===== src/fpes_pkg.sv =====
// Package of constants and carrier types for the flash program/erase status block.
package fpes_pkg;

    // ****************************************
    // Widths and bit positions
    // ****************************************
    localparam int DATA_W = 8;
    localparam int ADDR_W = 16;
    localparam int PRI_SEL_W = 8;
    localparam int SEC_SEL_W = 4;
    localparam int POLL_BIT = 7;
    localparam int TOGGLE_BIT = 6;
    localparam int ERROR_BIT = 5;

    // ****************************************
    // Command sequence figures
    // ****************************************
    localparam logic [2:0] PROG_VALID_PULSE = 3'h4;
    localparam logic [2:0] ERASE_VALID_PULSE = 3'h6;

    // ****************************************
    // Timing
    // ****************************************
    localparam int CLK_PERIOD_NS = 100;
    localparam int PROT_ERASE_US = 100;
    localparam int PROT_ERASE_CYC = (PROT_ERASE_US * 1000) / CLK_PERIOD_NS;
    localparam logic [15:0] PROT_ERASE_CNT = 16'(PROT_ERASE_CYC);
    localparam logic [15:0] PROG_TIMEOUT_CNT = 16'h0200;

    // ****************************************
    // Reset values
    // ****************************************
    localparam logic [DATA_W-1:0] DATA_RST = 8'h00;

    // ****************************************
    // Carrier types
    // ****************************************
    typedef enum logic [1:0] {
        FPES_OP_PROG,
        FPES_OP_SECT_ERASE,
        FPES_OP_BULK_ERASE
    } fpes_op_e;

    typedef struct packed {
        logic valid;
        fpes_op_e op;
        logic [ADDR_W-1:0] addr;
        logic [DATA_W-1:0] data;
        logic all_protected;
    } fpes_cmd_s;

    typedef struct packed {
        logic done;
        logic fail;
    } fpes_core_s;

endpackage


===== src/fpes_status.sv =====
// Status reporting of the flash during embedded program and erase cycles.
// Contract
// RQ1 - Polling bit reads inverse written bit while programming
// RQ2 - Status valid after fourth/sixth write pulse
// RQ3 - Master polls programmed address or erased sector
// RQ4 - Polling bit zero during erase, stored after
// RQ5 - Program into protected sector is ignored
// RQ6 - All-protected erase: polling zero about 100us
// RQ7 - Toggle bit inverts on each selected read
// RQ8 - Cycle end: toggle stops, array data returns
// RQ9 - Master sees two equal reads as done
// RQ10 - All-protected erase: toggle zero about 100us
// RQ11 - Error bit zero normally, one on failure
// RQ12 - Error when programming zero back to one
// RQ13 - Error may flag program timeout
// RQ14 - Master abandons failed sector afterwards
// RQ15 - Error bit holds until reset-flash command
// RQ16 - Status on bits seven, six, five
module fpes_status (
    // Clock and reset
    input wire logic clk,
    input wire logic rst,
    // Sector selects and read strobe from the core
    input wire logic [fpes_pkg::PRI_SEL_W-1:0] primary_sector_selects,
    input wire logic [fpes_pkg::SEC_SEL_W-1:0] secondary_sector_selects,
    input wire logic rd_strobe,
    input wire logic [fpes_pkg::DATA_W-1:0] array_rd_data,
    // Command sequencer side
    input wire logic write_pulse,
    input wire fpes_pkg::fpes_cmd_s cmd,
    input wire logic protected_sel,
    input wire logic reset_flash_cmd,
    input wire fpes_pkg::fpes_core_s core,
    // Array program request
    output logic prog_en,
    // Read data and status
    output logic [fpes_pkg::DATA_W-1:0] rd_data,
    output logic busy,
    output logic error_status_bit
);

    // ****************************************
    // Cycle state
    // ****************************************
    typedef enum logic [1:0] {
        FPES_IDLE,
        FPES_PROG,
        FPES_ERASE,
        FPES_PROT_ERASE
    } fpes_state_e;

    fpes_state_e state_ff, nxt_state;
    logic [2:0] pulse_cnt_ff, nxt_pulse_cnt;
    logic [15:0] timer_ff, nxt_timer;
    logic [fpes_pkg::DATA_W-1:0] wr_data_ff, nxt_wr_data;
    logic [15:0] prot_cyc_ff, nxt_prot_cyc;
    logic toggle_ff, nxt_toggle;
    logic error_ff, nxt_error;
    logic [fpes_pkg::DATA_W-1:0] rd_data_ff, nxt_rd_data;
    logic selected;
    logic valid_now;
    logic [2:0] need_pulses;

    assign selected = (|primary_sector_selects) | (|secondary_sector_selects);
    assign need_pulses = (cmd.op == fpes_pkg::FPES_OP_PROG) ?
        fpes_pkg::PROG_VALID_PULSE : fpes_pkg::ERASE_VALID_PULSE;
    // Status only starts once the final write pulse of the sequence lands.
    assign valid_now = cmd.valid & write_pulse & (pulse_cnt_ff + 3'h1 >= need_pulses); // RQ2

    always_comb begin
        nxt_state = state_ff;
        nxt_pulse_cnt = pulse_cnt_ff;
        nxt_timer = timer_ff;
        nxt_wr_data = wr_data_ff;
        nxt_error = error_ff;
        prog_en = 1'b0;
        // The clear comes first so that any failure in the same cycle outranks it.
        if (reset_flash_cmd) begin
            nxt_error = 1'b0; // RQ15
        end
        if (write_pulse && state_ff == FPES_IDLE) begin
            nxt_pulse_cnt = valid_now ? 3'h0 : pulse_cnt_ff + 3'h1;
        end
        case (state_ff)
            FPES_IDLE: begin
                if (valid_now) begin
                    nxt_timer = 16'h0000;
                    if (cmd.op == fpes_pkg::FPES_OP_PROG) begin
                        // A protected target leaves the array untouched.
                        if (!protected_sel) begin // RQ5
                            nxt_state = FPES_PROG;
                            nxt_wr_data = cmd.data;
                            prog_en = 1'b1;
                            // Bits cannot go from zero back to one by programming.
                            if (|(cmd.data & ~array_rd_data)) begin // RQ12
                                nxt_error = 1'b1; // RQ11
                            end
                        end
                    end else if (cmd.all_protected) begin
                        nxt_state = FPES_PROT_ERASE; // RQ6 RQ10
                    end else begin
                        nxt_state = FPES_ERASE;
                    end
                end
            end
            FPES_PROG: begin
                nxt_timer = timer_ff + 16'h0001;
                if (core.done) begin
                    nxt_state = FPES_IDLE; // RQ8
                end else if (timer_ff == fpes_pkg::PROG_TIMEOUT_CNT) begin
                    nxt_state = FPES_IDLE;
                    nxt_error = 1'b1; // RQ13
                end
                if (core.fail) begin
                    nxt_error = 1'b1; // RQ11
                end
            end
            FPES_ERASE: begin
                if (core.done) begin
                    nxt_state = FPES_IDLE; // RQ8
                end
                if (core.fail) begin
                    nxt_error = 1'b1; // RQ11
                end
            end
            FPES_PROT_ERASE: begin
                nxt_timer = timer_ff + 16'h0001;
                if (timer_ff == fpes_pkg::PROT_ERASE_CNT - 16'h0001) begin
                    nxt_state = FPES_IDLE; // RQ6 RQ10
                end
            end
            default: nxt_state = FPES_IDLE;
        endcase
    end

    always_ff @(posedge clk) begin
        if (rst) begin
            state_ff <= FPES_IDLE;
            pulse_cnt_ff <= 3'h0;
            timer_ff <= 16'h0000;
            wr_data_ff <= fpes_pkg::DATA_RST;
            error_ff <= 1'b0;
        end else begin
            state_ff <= nxt_state;
            pulse_cnt_ff <= nxt_pulse_cnt;
            timer_ff <= nxt_timer;
            wr_data_ff <= nxt_wr_data;
            error_ff <= nxt_error;
        end
    end

    // ****************************************
    // Read data path
    // ****************************************
    always_comb begin
        nxt_toggle = toggle_ff;
        nxt_rd_data = rd_data_ff;
        if (rd_strobe && selected) begin
            nxt_rd_data = array_rd_data; // RQ8
            case (state_ff)
                FPES_PROG: begin
                    nxt_toggle = ~toggle_ff; // RQ7
                    nxt_rd_data[fpes_pkg::POLL_BIT] = ~wr_data_ff[fpes_pkg::POLL_BIT]; // RQ1 RQ16
                    nxt_rd_data[fpes_pkg::TOGGLE_BIT] = toggle_ff; // RQ16
                    nxt_rd_data[fpes_pkg::ERROR_BIT] = error_ff; // RQ16
                end
                FPES_ERASE: begin
                    nxt_toggle = ~toggle_ff; // RQ7
                    nxt_rd_data[fpes_pkg::POLL_BIT] = 1'b0; // RQ4 RQ16
                    nxt_rd_data[fpes_pkg::TOGGLE_BIT] = toggle_ff;
                    nxt_rd_data[fpes_pkg::ERROR_BIT] = error_ff;
                end
                FPES_PROT_ERASE: begin
                    nxt_toggle = 1'b0;
                    nxt_rd_data[fpes_pkg::POLL_BIT] = 1'b0; // RQ6
                    nxt_rd_data[fpes_pkg::TOGGLE_BIT] = 1'b0; // RQ10
                    nxt_rd_data[fpes_pkg::ERROR_BIT] = error_ff;
                end
                default: begin
                    nxt_rd_data = array_rd_data;
                end
            endcase
        end
    end

    always_ff @(posedge clk) begin
        if (rst) begin
            toggle_ff <= 1'b0;
            rd_data_ff <= fpes_pkg::DATA_RST;
        end else begin
            toggle_ff <= nxt_toggle;
            rd_data_ff <= nxt_rd_data;
        end
    end

    assign rd_data = rd_data_ff;
    assign busy = (state_ff != FPES_IDLE);
    assign error_status_bit = error_ff;

    // ****************************************
    // Check helpers
    // ****************************************
    // Counts cycles spent in the protected-erase window. A counter keeps the
    // length check cheap where a long delay chain would not.
    always_comb begin
        nxt_prot_cyc = 16'h0000;
        if (state_ff == FPES_PROT_ERASE) begin
            nxt_prot_cyc = prot_cyc_ff + 16'h0001;
        end
    end

    always_ff @(posedge clk) begin
        if (rst) begin
            prot_cyc_ff <= 16'h0000;
        end else begin
            prot_cyc_ff <= nxt_prot_cyc;
        end
    end
endmodule // fpes_status


===== config.mk =====
export PLATFORM = sky130hd
export DESIGN_NAME = fpes_status
export DESIGN_NICKNAME = d
export VERILOG_FILES = /design/src/fpes_pkg.sv /design/src/fpes_status.sv
export SDC_FILE = /design/constraint.sdc
export NUM_CORES = 1
export LEC_CHECK = 0
export BUFFER_PORTS_ARGS = -buffer_cell sky130_fd_sc_hd__buf_2
export CAP_MARGIN = 0
export CORE_UTILIZATION = 46
export CTS_CLUSTER_DIAMETER = 30
export DETAILED_ROUTE_END_ITERATION = 8
export GPL_TIMING_DRIVEN = 0
export PLACE_DENSITY = 0.76
export RECOVER_POWER = 25
export SYNTH_ARGS = -nofsm -noshare
export SYNTH_HDL_FRONTEND = slang
export SYNTH_SLANG_ARGS = --single-unit

===== constraint.sdc =====
create_clock -name clk -period 6.31 [get_ports clk]
set_input_delay 0.9465 -clock clk [delete_from_list [all_inputs] [get_ports clk]]
set_output_delay 0.9465 -clock clk [all_outputs]
set_load 0.02 [all_outputs]

Word level (Yosys, flattened, before mapping)
Cells that the tools add are included.

word-level totals
  register bits after elaboration = 39
  bits of input ports = 56
  output and inout bits = 11
  word-level logic and storage cells = 73

cells by class
  add/sub/neg operators = 2
  order comparisons = 1
  eq/ne operators = 10
  multiplexer cells = 29
  bitwise logic cells = 8
  reductions and logical operators = 16

operators with widths
  operator                                                            number
  16-bit by 10-bit == test with 1-bit output (second input constant)  2
  16-bit one-hot mux with 2 select lines                              1
  16-bit by 1-bit adder with 16-bit output (second input constant)    1
  16-bit 2-to-1 mux                                                   1
  2-bit 2-to-1 mux                                                    8
  8-bit OR reduction                                                  2
  1-bit 2-to-1 mux                                                    14
  3-bit one-hot mux with 3 select lines                               1
  8-bit bitwise AND                                                   1
  8-bit inverter                                                      1
  2-bit one-hot mux with 4 select lines                               1
  2-bit != test (second input constant)                               3
  3-bit != test (second input constant)                               2
  2-bit nonzero test                                                  3
  5-bit AND reduction                                                 1
  2-bit == test (second input constant)                               2
  2-bit zero test                                                     2
  2-bit AND reduction                                                 2
  4-bit AND reduction                                                 1
  2-bit OR reduction                                                  2
  4-bit OR reduction                                                  1
  3-bit by 1-bit adder with 3-bit output (second input constant)      1
  3-bit >= comparator                                                 1
  3-bit 2-to-1 mux                                                    1
  7 further kinds                                                     11

Longest topological paths before layout
  depth in word-level cells = 8
  depth in mapped cells = 9
  gate-level depth less buffers = 8

Worst setup path before layout
No wires, ideal clock.

  kind = input -> output
  start = input cmd[26] (netlist name)
  end = output prog_en
  arrival = 2421 ps
  data required time = 5364 ps
  path slack = 2942 ps
  cell stages on the path = 6
  buffers on the path = 0
  cells stage by stage = nor2_1 inv_1 ha_1 a21boi_0 nor3_1 nor4b_4

on the way
  word-level cells in the longest chain between the ends = 6
  elaborated cells on any way between the ends = 7
  classes of those cells = order compare: 1; mux: 4; bitwise: 1; reduce/logical: 1

RTL lines
  what                 RTL line                              source
  start: declaration   fpes_status.sv:30                     input wire fpes_pkg::fpes_cmd_s cmd,
  2-bit zero test *    fpes_status.sv:65, fpes_status.sv:88
  2-bit 2-to-1 mux     fpes_status.sv:65                     assign need_pulses = (cmd.op == fpes_pkg::FPES_OP_PROG) ?
  3-bit >= comparator  fpes_status.sv:68                     assign valid_now = cmd.valid & write_pulse & (pulse_cnt_ff + 3'h1 >= need_pulses);
  1-bit bitwise AND    fpes_status.sv:68
  1-bit 2-to-1 mux *   fpes_status.sv:86                     if (valid_now) begin
  1-bit 2-to-1 mux *   fpes_status.sv:84                     case (state_ff)
  end: declaration     fpes_status.sv:35                     output logic prog_en,

Mark *: on every way between the ends. The rest lies on a longest branch, timed or not.

Final worst setup path
Same ends and word-level chain as after synthesis.

==> implementation parameters <==
Parameter                              Value

Routing
  DRC violations left ... 0
  Number of DRC markers in iteration 0 ... 78
  Final wirelength ... 4.034 mm
  Initial DRT Pass Iterations ... 4
  Remaining number of nets flagged by the antenna check after routing ... 0
  Average via count per standard cell ... ~5.3
  Average wire length per cell after detail routing ... 12.85 µm
  Via Count ... roughly 1700

Power and ir drop
  Cell internal pwr ... roughly 0.38 mW
  Portion of total power attributed to the clock network ... 23.8%
  Power Density ... 290.6 nW/µm²
  Switching Share ... 37.98%
  Combinational share of power ... about two fifths
  NetSw ... between 0.2 and 0.25 mW
  Reg power frac ... 38.1%
  Maximum ir drop on the vdd rail ... 0.2048 mV
  Static leakage ... roughly 0.9 nW

Critical path
  Worst setup path class ... primary input to output pin
  Crit path buffers/inverters ... 3
  Ordered list of cells on the worst path ... buf_2, nor2_1, inv_1, ha_1, a21boi_0, nor3_1, nor4b_4, buf_2
  Reg2reg setup slack ... about 3.8 ns
  Slowest cell on the critical path ... sky130_fd_sc_hd__nor3_1
  Number of cells traversed by the worst register-to-register path ... 8
  Max stage delay on crit path ... 0.48 ns
  Critical Path Start Type ... primary input
  R2R Path End ... timer_ff[12]
  Cell seen most often among critical-path stages ... sky130_fd_sc_hd__buf_2
  Endpoint type of the worst setup path ... output pin
  Arrival time at the worst endpoint ... 2.94 ns
  Maximum fanout count along the critical path ... 4
  Data required time of the worst path ... 5.36 ns
  Gate family responsible for the most delay along the worst path ... simple AND/OR/NAND/NOR gates
  Worst reg2reg path startpoint ... pulse_cnt_ff[0]

Timing
  Final Hold Vio Count ... 0
  Total count of max-transition violations in the final report ... 0
  Slack of the critical path ... 2.422 ns
  Number of failing setup endpoints in the final timing report ... 0
  Post-layout min period ... 3.888 ns
  Final critical-path share of the clock period ... 61.62%
  Actual transition at the worst max-transition pin ... 0.5570 ns
  Worst hold-check slack ... 0.4894 ns
  Highest clock frequency the design can meet ... 257.2 MHz
  Setup Skew ... roughly 0.0039 ns
  Setup total negative slack ... 0 ns
  RSZ-0062 raised after global routing ... false
  Rel. slew slack ... 62.53%

Synthesis
  Mean instance size in the synthesized netlist ... 8.375 µm²
  Yosys warnings ... 0
  Sequential area share after synthesis ... a little over a third
  Async set-reset flop share out of synthesis ... 0%
  EDFF count, synth ... 0
  Cells after synthesis ... 209
  Synthesized net count ... 274
  Cell area after synthesis ... 1750 µm²
  Main synth FF type ... sky130_fd_sc_hd__dfxtp_1
  Number of synthesized register bits ... 32
  Count of different cell masters after synthesis ... 38

Floorplan
  Core region area ... 3661 µm²
  Effective utilization at floorplan ... 47.81%
  Height of the chip ... 63.69 µm
  X dimension of the die ... 63.69 µm
  Die area ... 4056 µm²
  Num rows ... 22
  Top Ports ... 67

CTS
  H-tree levels ... 2
  Setup repair bufs after CTS ... 0
  Buffer levels on the longest clock path ... 2
  Number of clock buffers inserted by TritonCTS ... 5
  Hold buffers post-CTS ... 0
  CTS tree ... done
  Reg clk slew, reported paths ... approximately 0.060 ns
  Sink Count ... 32
  Number of gates resized after CTS ... 0
  Root buffer selected by CTS ... sky130_fd_sc_hd__clkbuf_8
  Clock network latency to the later pin of the worst-skew pair ... approximately 0.29 ns

GRT
  Total global routing overflow ... 0
  Number of global-route vias before repair ... 1489
  First-pass GRT wire length ... 6.665 mm
  Largest net degree at the start of global routing ... 11
  Global-route usage over all layers ... 21.25%
  Number of antenna violations at the first check in global routing ... 0

Placement
  Estimated wirelength of the detail-placed design ... 3.045 mm
  Placed Instance Area ... 2061 µm²
  Final weighted congestion in routability-driven placement ... 0.8442
  Dpl ws ... 2.444 ns
  IO buf count ... 50

Status
  Result of the run ... finished, final reports clean

Finish
  Post-layout nets ... 331
  Post-route standard cell area excluding fillers ... 2127 µm²
  Relative area change from synthesis to final layout ... 21.52%
  Count of inserted antenna diode cells ... 0
  Fraction of final layout cells sized beyond drive strength 1 ... 19.17%

Min path
  Worst min-delay path category ... flop to flop
  End point of the most critical hold path ... rd_data[1]
  HP Start ... rd_data[1]
  Worst hold path depth ... 2

Job
  Max-cap violation count ... 0
==> how the worst max path moves through the flow <==
| stage | depth (start not counted) | slack, ns | to | start |
|---|---|---|---|---|
| 2_1_floorplan | 6 | 2.94 | prog_en | cmd[26] |
| 3_3_place_gp | 8 | 2.41 | prog_en | cmd[26] |
| 3_5_place_dp | 8 | 2.44 | prog_en | cmd[26] |
| 4_1_cts | 8 | 2.42 | prog_en | cmd[26] |
| 5_1_grt | 8 | 2.26 | prog_en | cmd[26] |
| 6_report | 8 | 2.42 | prog_en | cmd[26] |
==> power by group through the flow <==
stage	combinational, mW	clock, mW	sequential [mW]
6_report	0.236	0.147	0.235
5_1_grt	0.258	0.160	0.237
4_1_cts	0.236	0.150	0.235
3_5_place_dp	0.235	0	0.239
3_3_place_gp	0.235	0	0.237
2_1_floorplan	0.167	0	0.243
==> registers in the layout, summed over array words and instances (netlist names) <==
signal / count
timer_ff: 16
rd_data: 8
pulse_cnt_ff: 3
state_ff: 2
error_status_bit: 1
toggle_ff: 1
wr_data_ff: 1
==> synth_stat cells, types with 2 or more instances <==
master                     number  area (µm²)
sky130_fd_sc_hd__nor2_1        35       131.4
sky130_fd_sc_hd__dfxtp_1       32       640.6
sky130_fd_sc_hd__inv_1         17       63.81
sky130_fd_sc_hd__xor2_1        12       105.1
sky130_fd_sc_hd__nand2_1       10       37.54
sky130_fd_sc_hd__a21oi_1        9       45.04
sky130_fd_sc_hd__ha_1           9       112.6
sky130_fd_sc_hd__mux2i_1        9       90.09
sky130_fd_sc_hd__nand4_1        8       50.05
sky130_fd_sc_hd__and3_1         6       37.54
sky130_fd_sc_hd__clkbuf_1       6       22.52
sky130_fd_sc_hd__nand3_1        6       30.03
sky130_fd_sc_hd__nor4_1         6       37.54
sky130_fd_sc_hd__o21ai_0        4       20.02
sky130_fd_sc_hd__o22ai_1        4       25.02
sky130_fd_sc_hd__a211oi_1       3       22.52
sky130_fd_sc_hd__nor2b_1        3       18.77
sky130_fd_sc_hd__nor3b_1        3       22.52
sky130_fd_sc_hd__nor4b_1        3       26.28
sky130_fd_sc_hd__a221oi_1       2       17.52
sky130_fd_sc_hd__nand2b_1       2       12.51
sky130_fd_sc_hd__nor3_1         2       10.01
sky130_fd_sc_hd__o31ai_1        2       15.01
sky130_fd_sc_hd__or3_1          2       12.51
==> routing by layer <==
metal  up-vias  routed length, µm  part of all wire (%)  GRT usage [%]
met1       760               1878                    47          27.13
met4         0                 55                   1.4          8.239
li1        854                  -                     -              -
met3         8                194                   4.8          5.616
met2        54               1905                    47          33.78
met5         -                  0                     0              0
==> worst reg2reg max path, delay by kind of cell (launching register included) <==
kind / cells / cell delay [ns]
simple gates: 2 / 0.72
buf+inv: 1 / 0.05
compound gates: 3 / 0.78
flops: 1 / 0.34
fa+ha+maj: 2 / 0.55
==> layout by cell type, fill, tap and decap left out, types with 2 or more instances in the layout <==
cell and count:
sky130_fd_sc_hd__nand3_1 6, sky130_fd_sc_hd__nor4b_1 3, sky130_fd_sc_hd__nor2b_1 3, sky130_fd_sc_hd__inv_1 17, sky130_fd_sc_hd__ha_1 9, sky130_fd_sc_hd__xor2_1 12, sky130_fd_sc_hd__clkbuf_1 16, sky130_fd_sc_hd__buf_2 41
sky130_fd_sc_hd__a21oi_1 9, sky130_fd_sc_hd__o21ai_0 4, sky130_fd_sc_hd__nor4_1 6, sky130_fd_sc_hd__a221oi_1 2, sky130_fd_sc_hd__nand2_1 10, sky130_fd_sc_hd__nand4_1 8, sky130_fd_sc_hd__or3_1 2, sky130_fd_sc_hd__nor2_1 35
sky130_fd_sc_hd__o31ai_1 2, sky130_fd_sc_hd__nand2b_1 2, sky130_fd_sc_hd__nor3b_1 3, sky130_fd_sc_hd__mux2i_1 9, sky130_fd_sc_hd__clkbuf_8 5, sky130_fd_sc_hd__and3_1 6, sky130_fd_sc_hd__dfxtp_1 32, sky130_fd_sc_hd__o22ai_1 4
sky130_fd_sc_hd__a211oi_1 3, sky130_fd_sc_hd__nor3_1 2
==> cells by family after synthesis <==
kind of cell               synth area share (%)
AOI/OAI and AO/OA                         12.72
xor gates and xnor gates                  6.505
adders and majority gates                 6.433
buffers and inverters                     4.932
DFF                                       36.60
muxes                                     5.147
and+or+nand+nor                           27.66
==> metrics by stage <==
stage	std cells	power (mW)	util, %
6_report	314	0.6181	58.10
3_5_place_dp	307	0.4743	56.29
5_1_grt	314	0.6554	58.10
3_3_place_gp	307	0.4719	56.29
4_1_cts	314	0.6208	58.41
2_1_floorplan	209	0.4101	-
==> final cells by class <==
type | instances | area [µm²]
flip-flops and latches | 32 | 640.6
well taps | 48 | 60.06
repair buffers | 50 | 239.0
plain buffers | 6 | 22.52
multi-input cells | 154 | 1023
clock buffers | 6 | 72.57
fillers | 341 | 1534
clock inverters | 1 | 5.005
inverters | 17 | 63.81
Power figures use the tool's default switching activity.
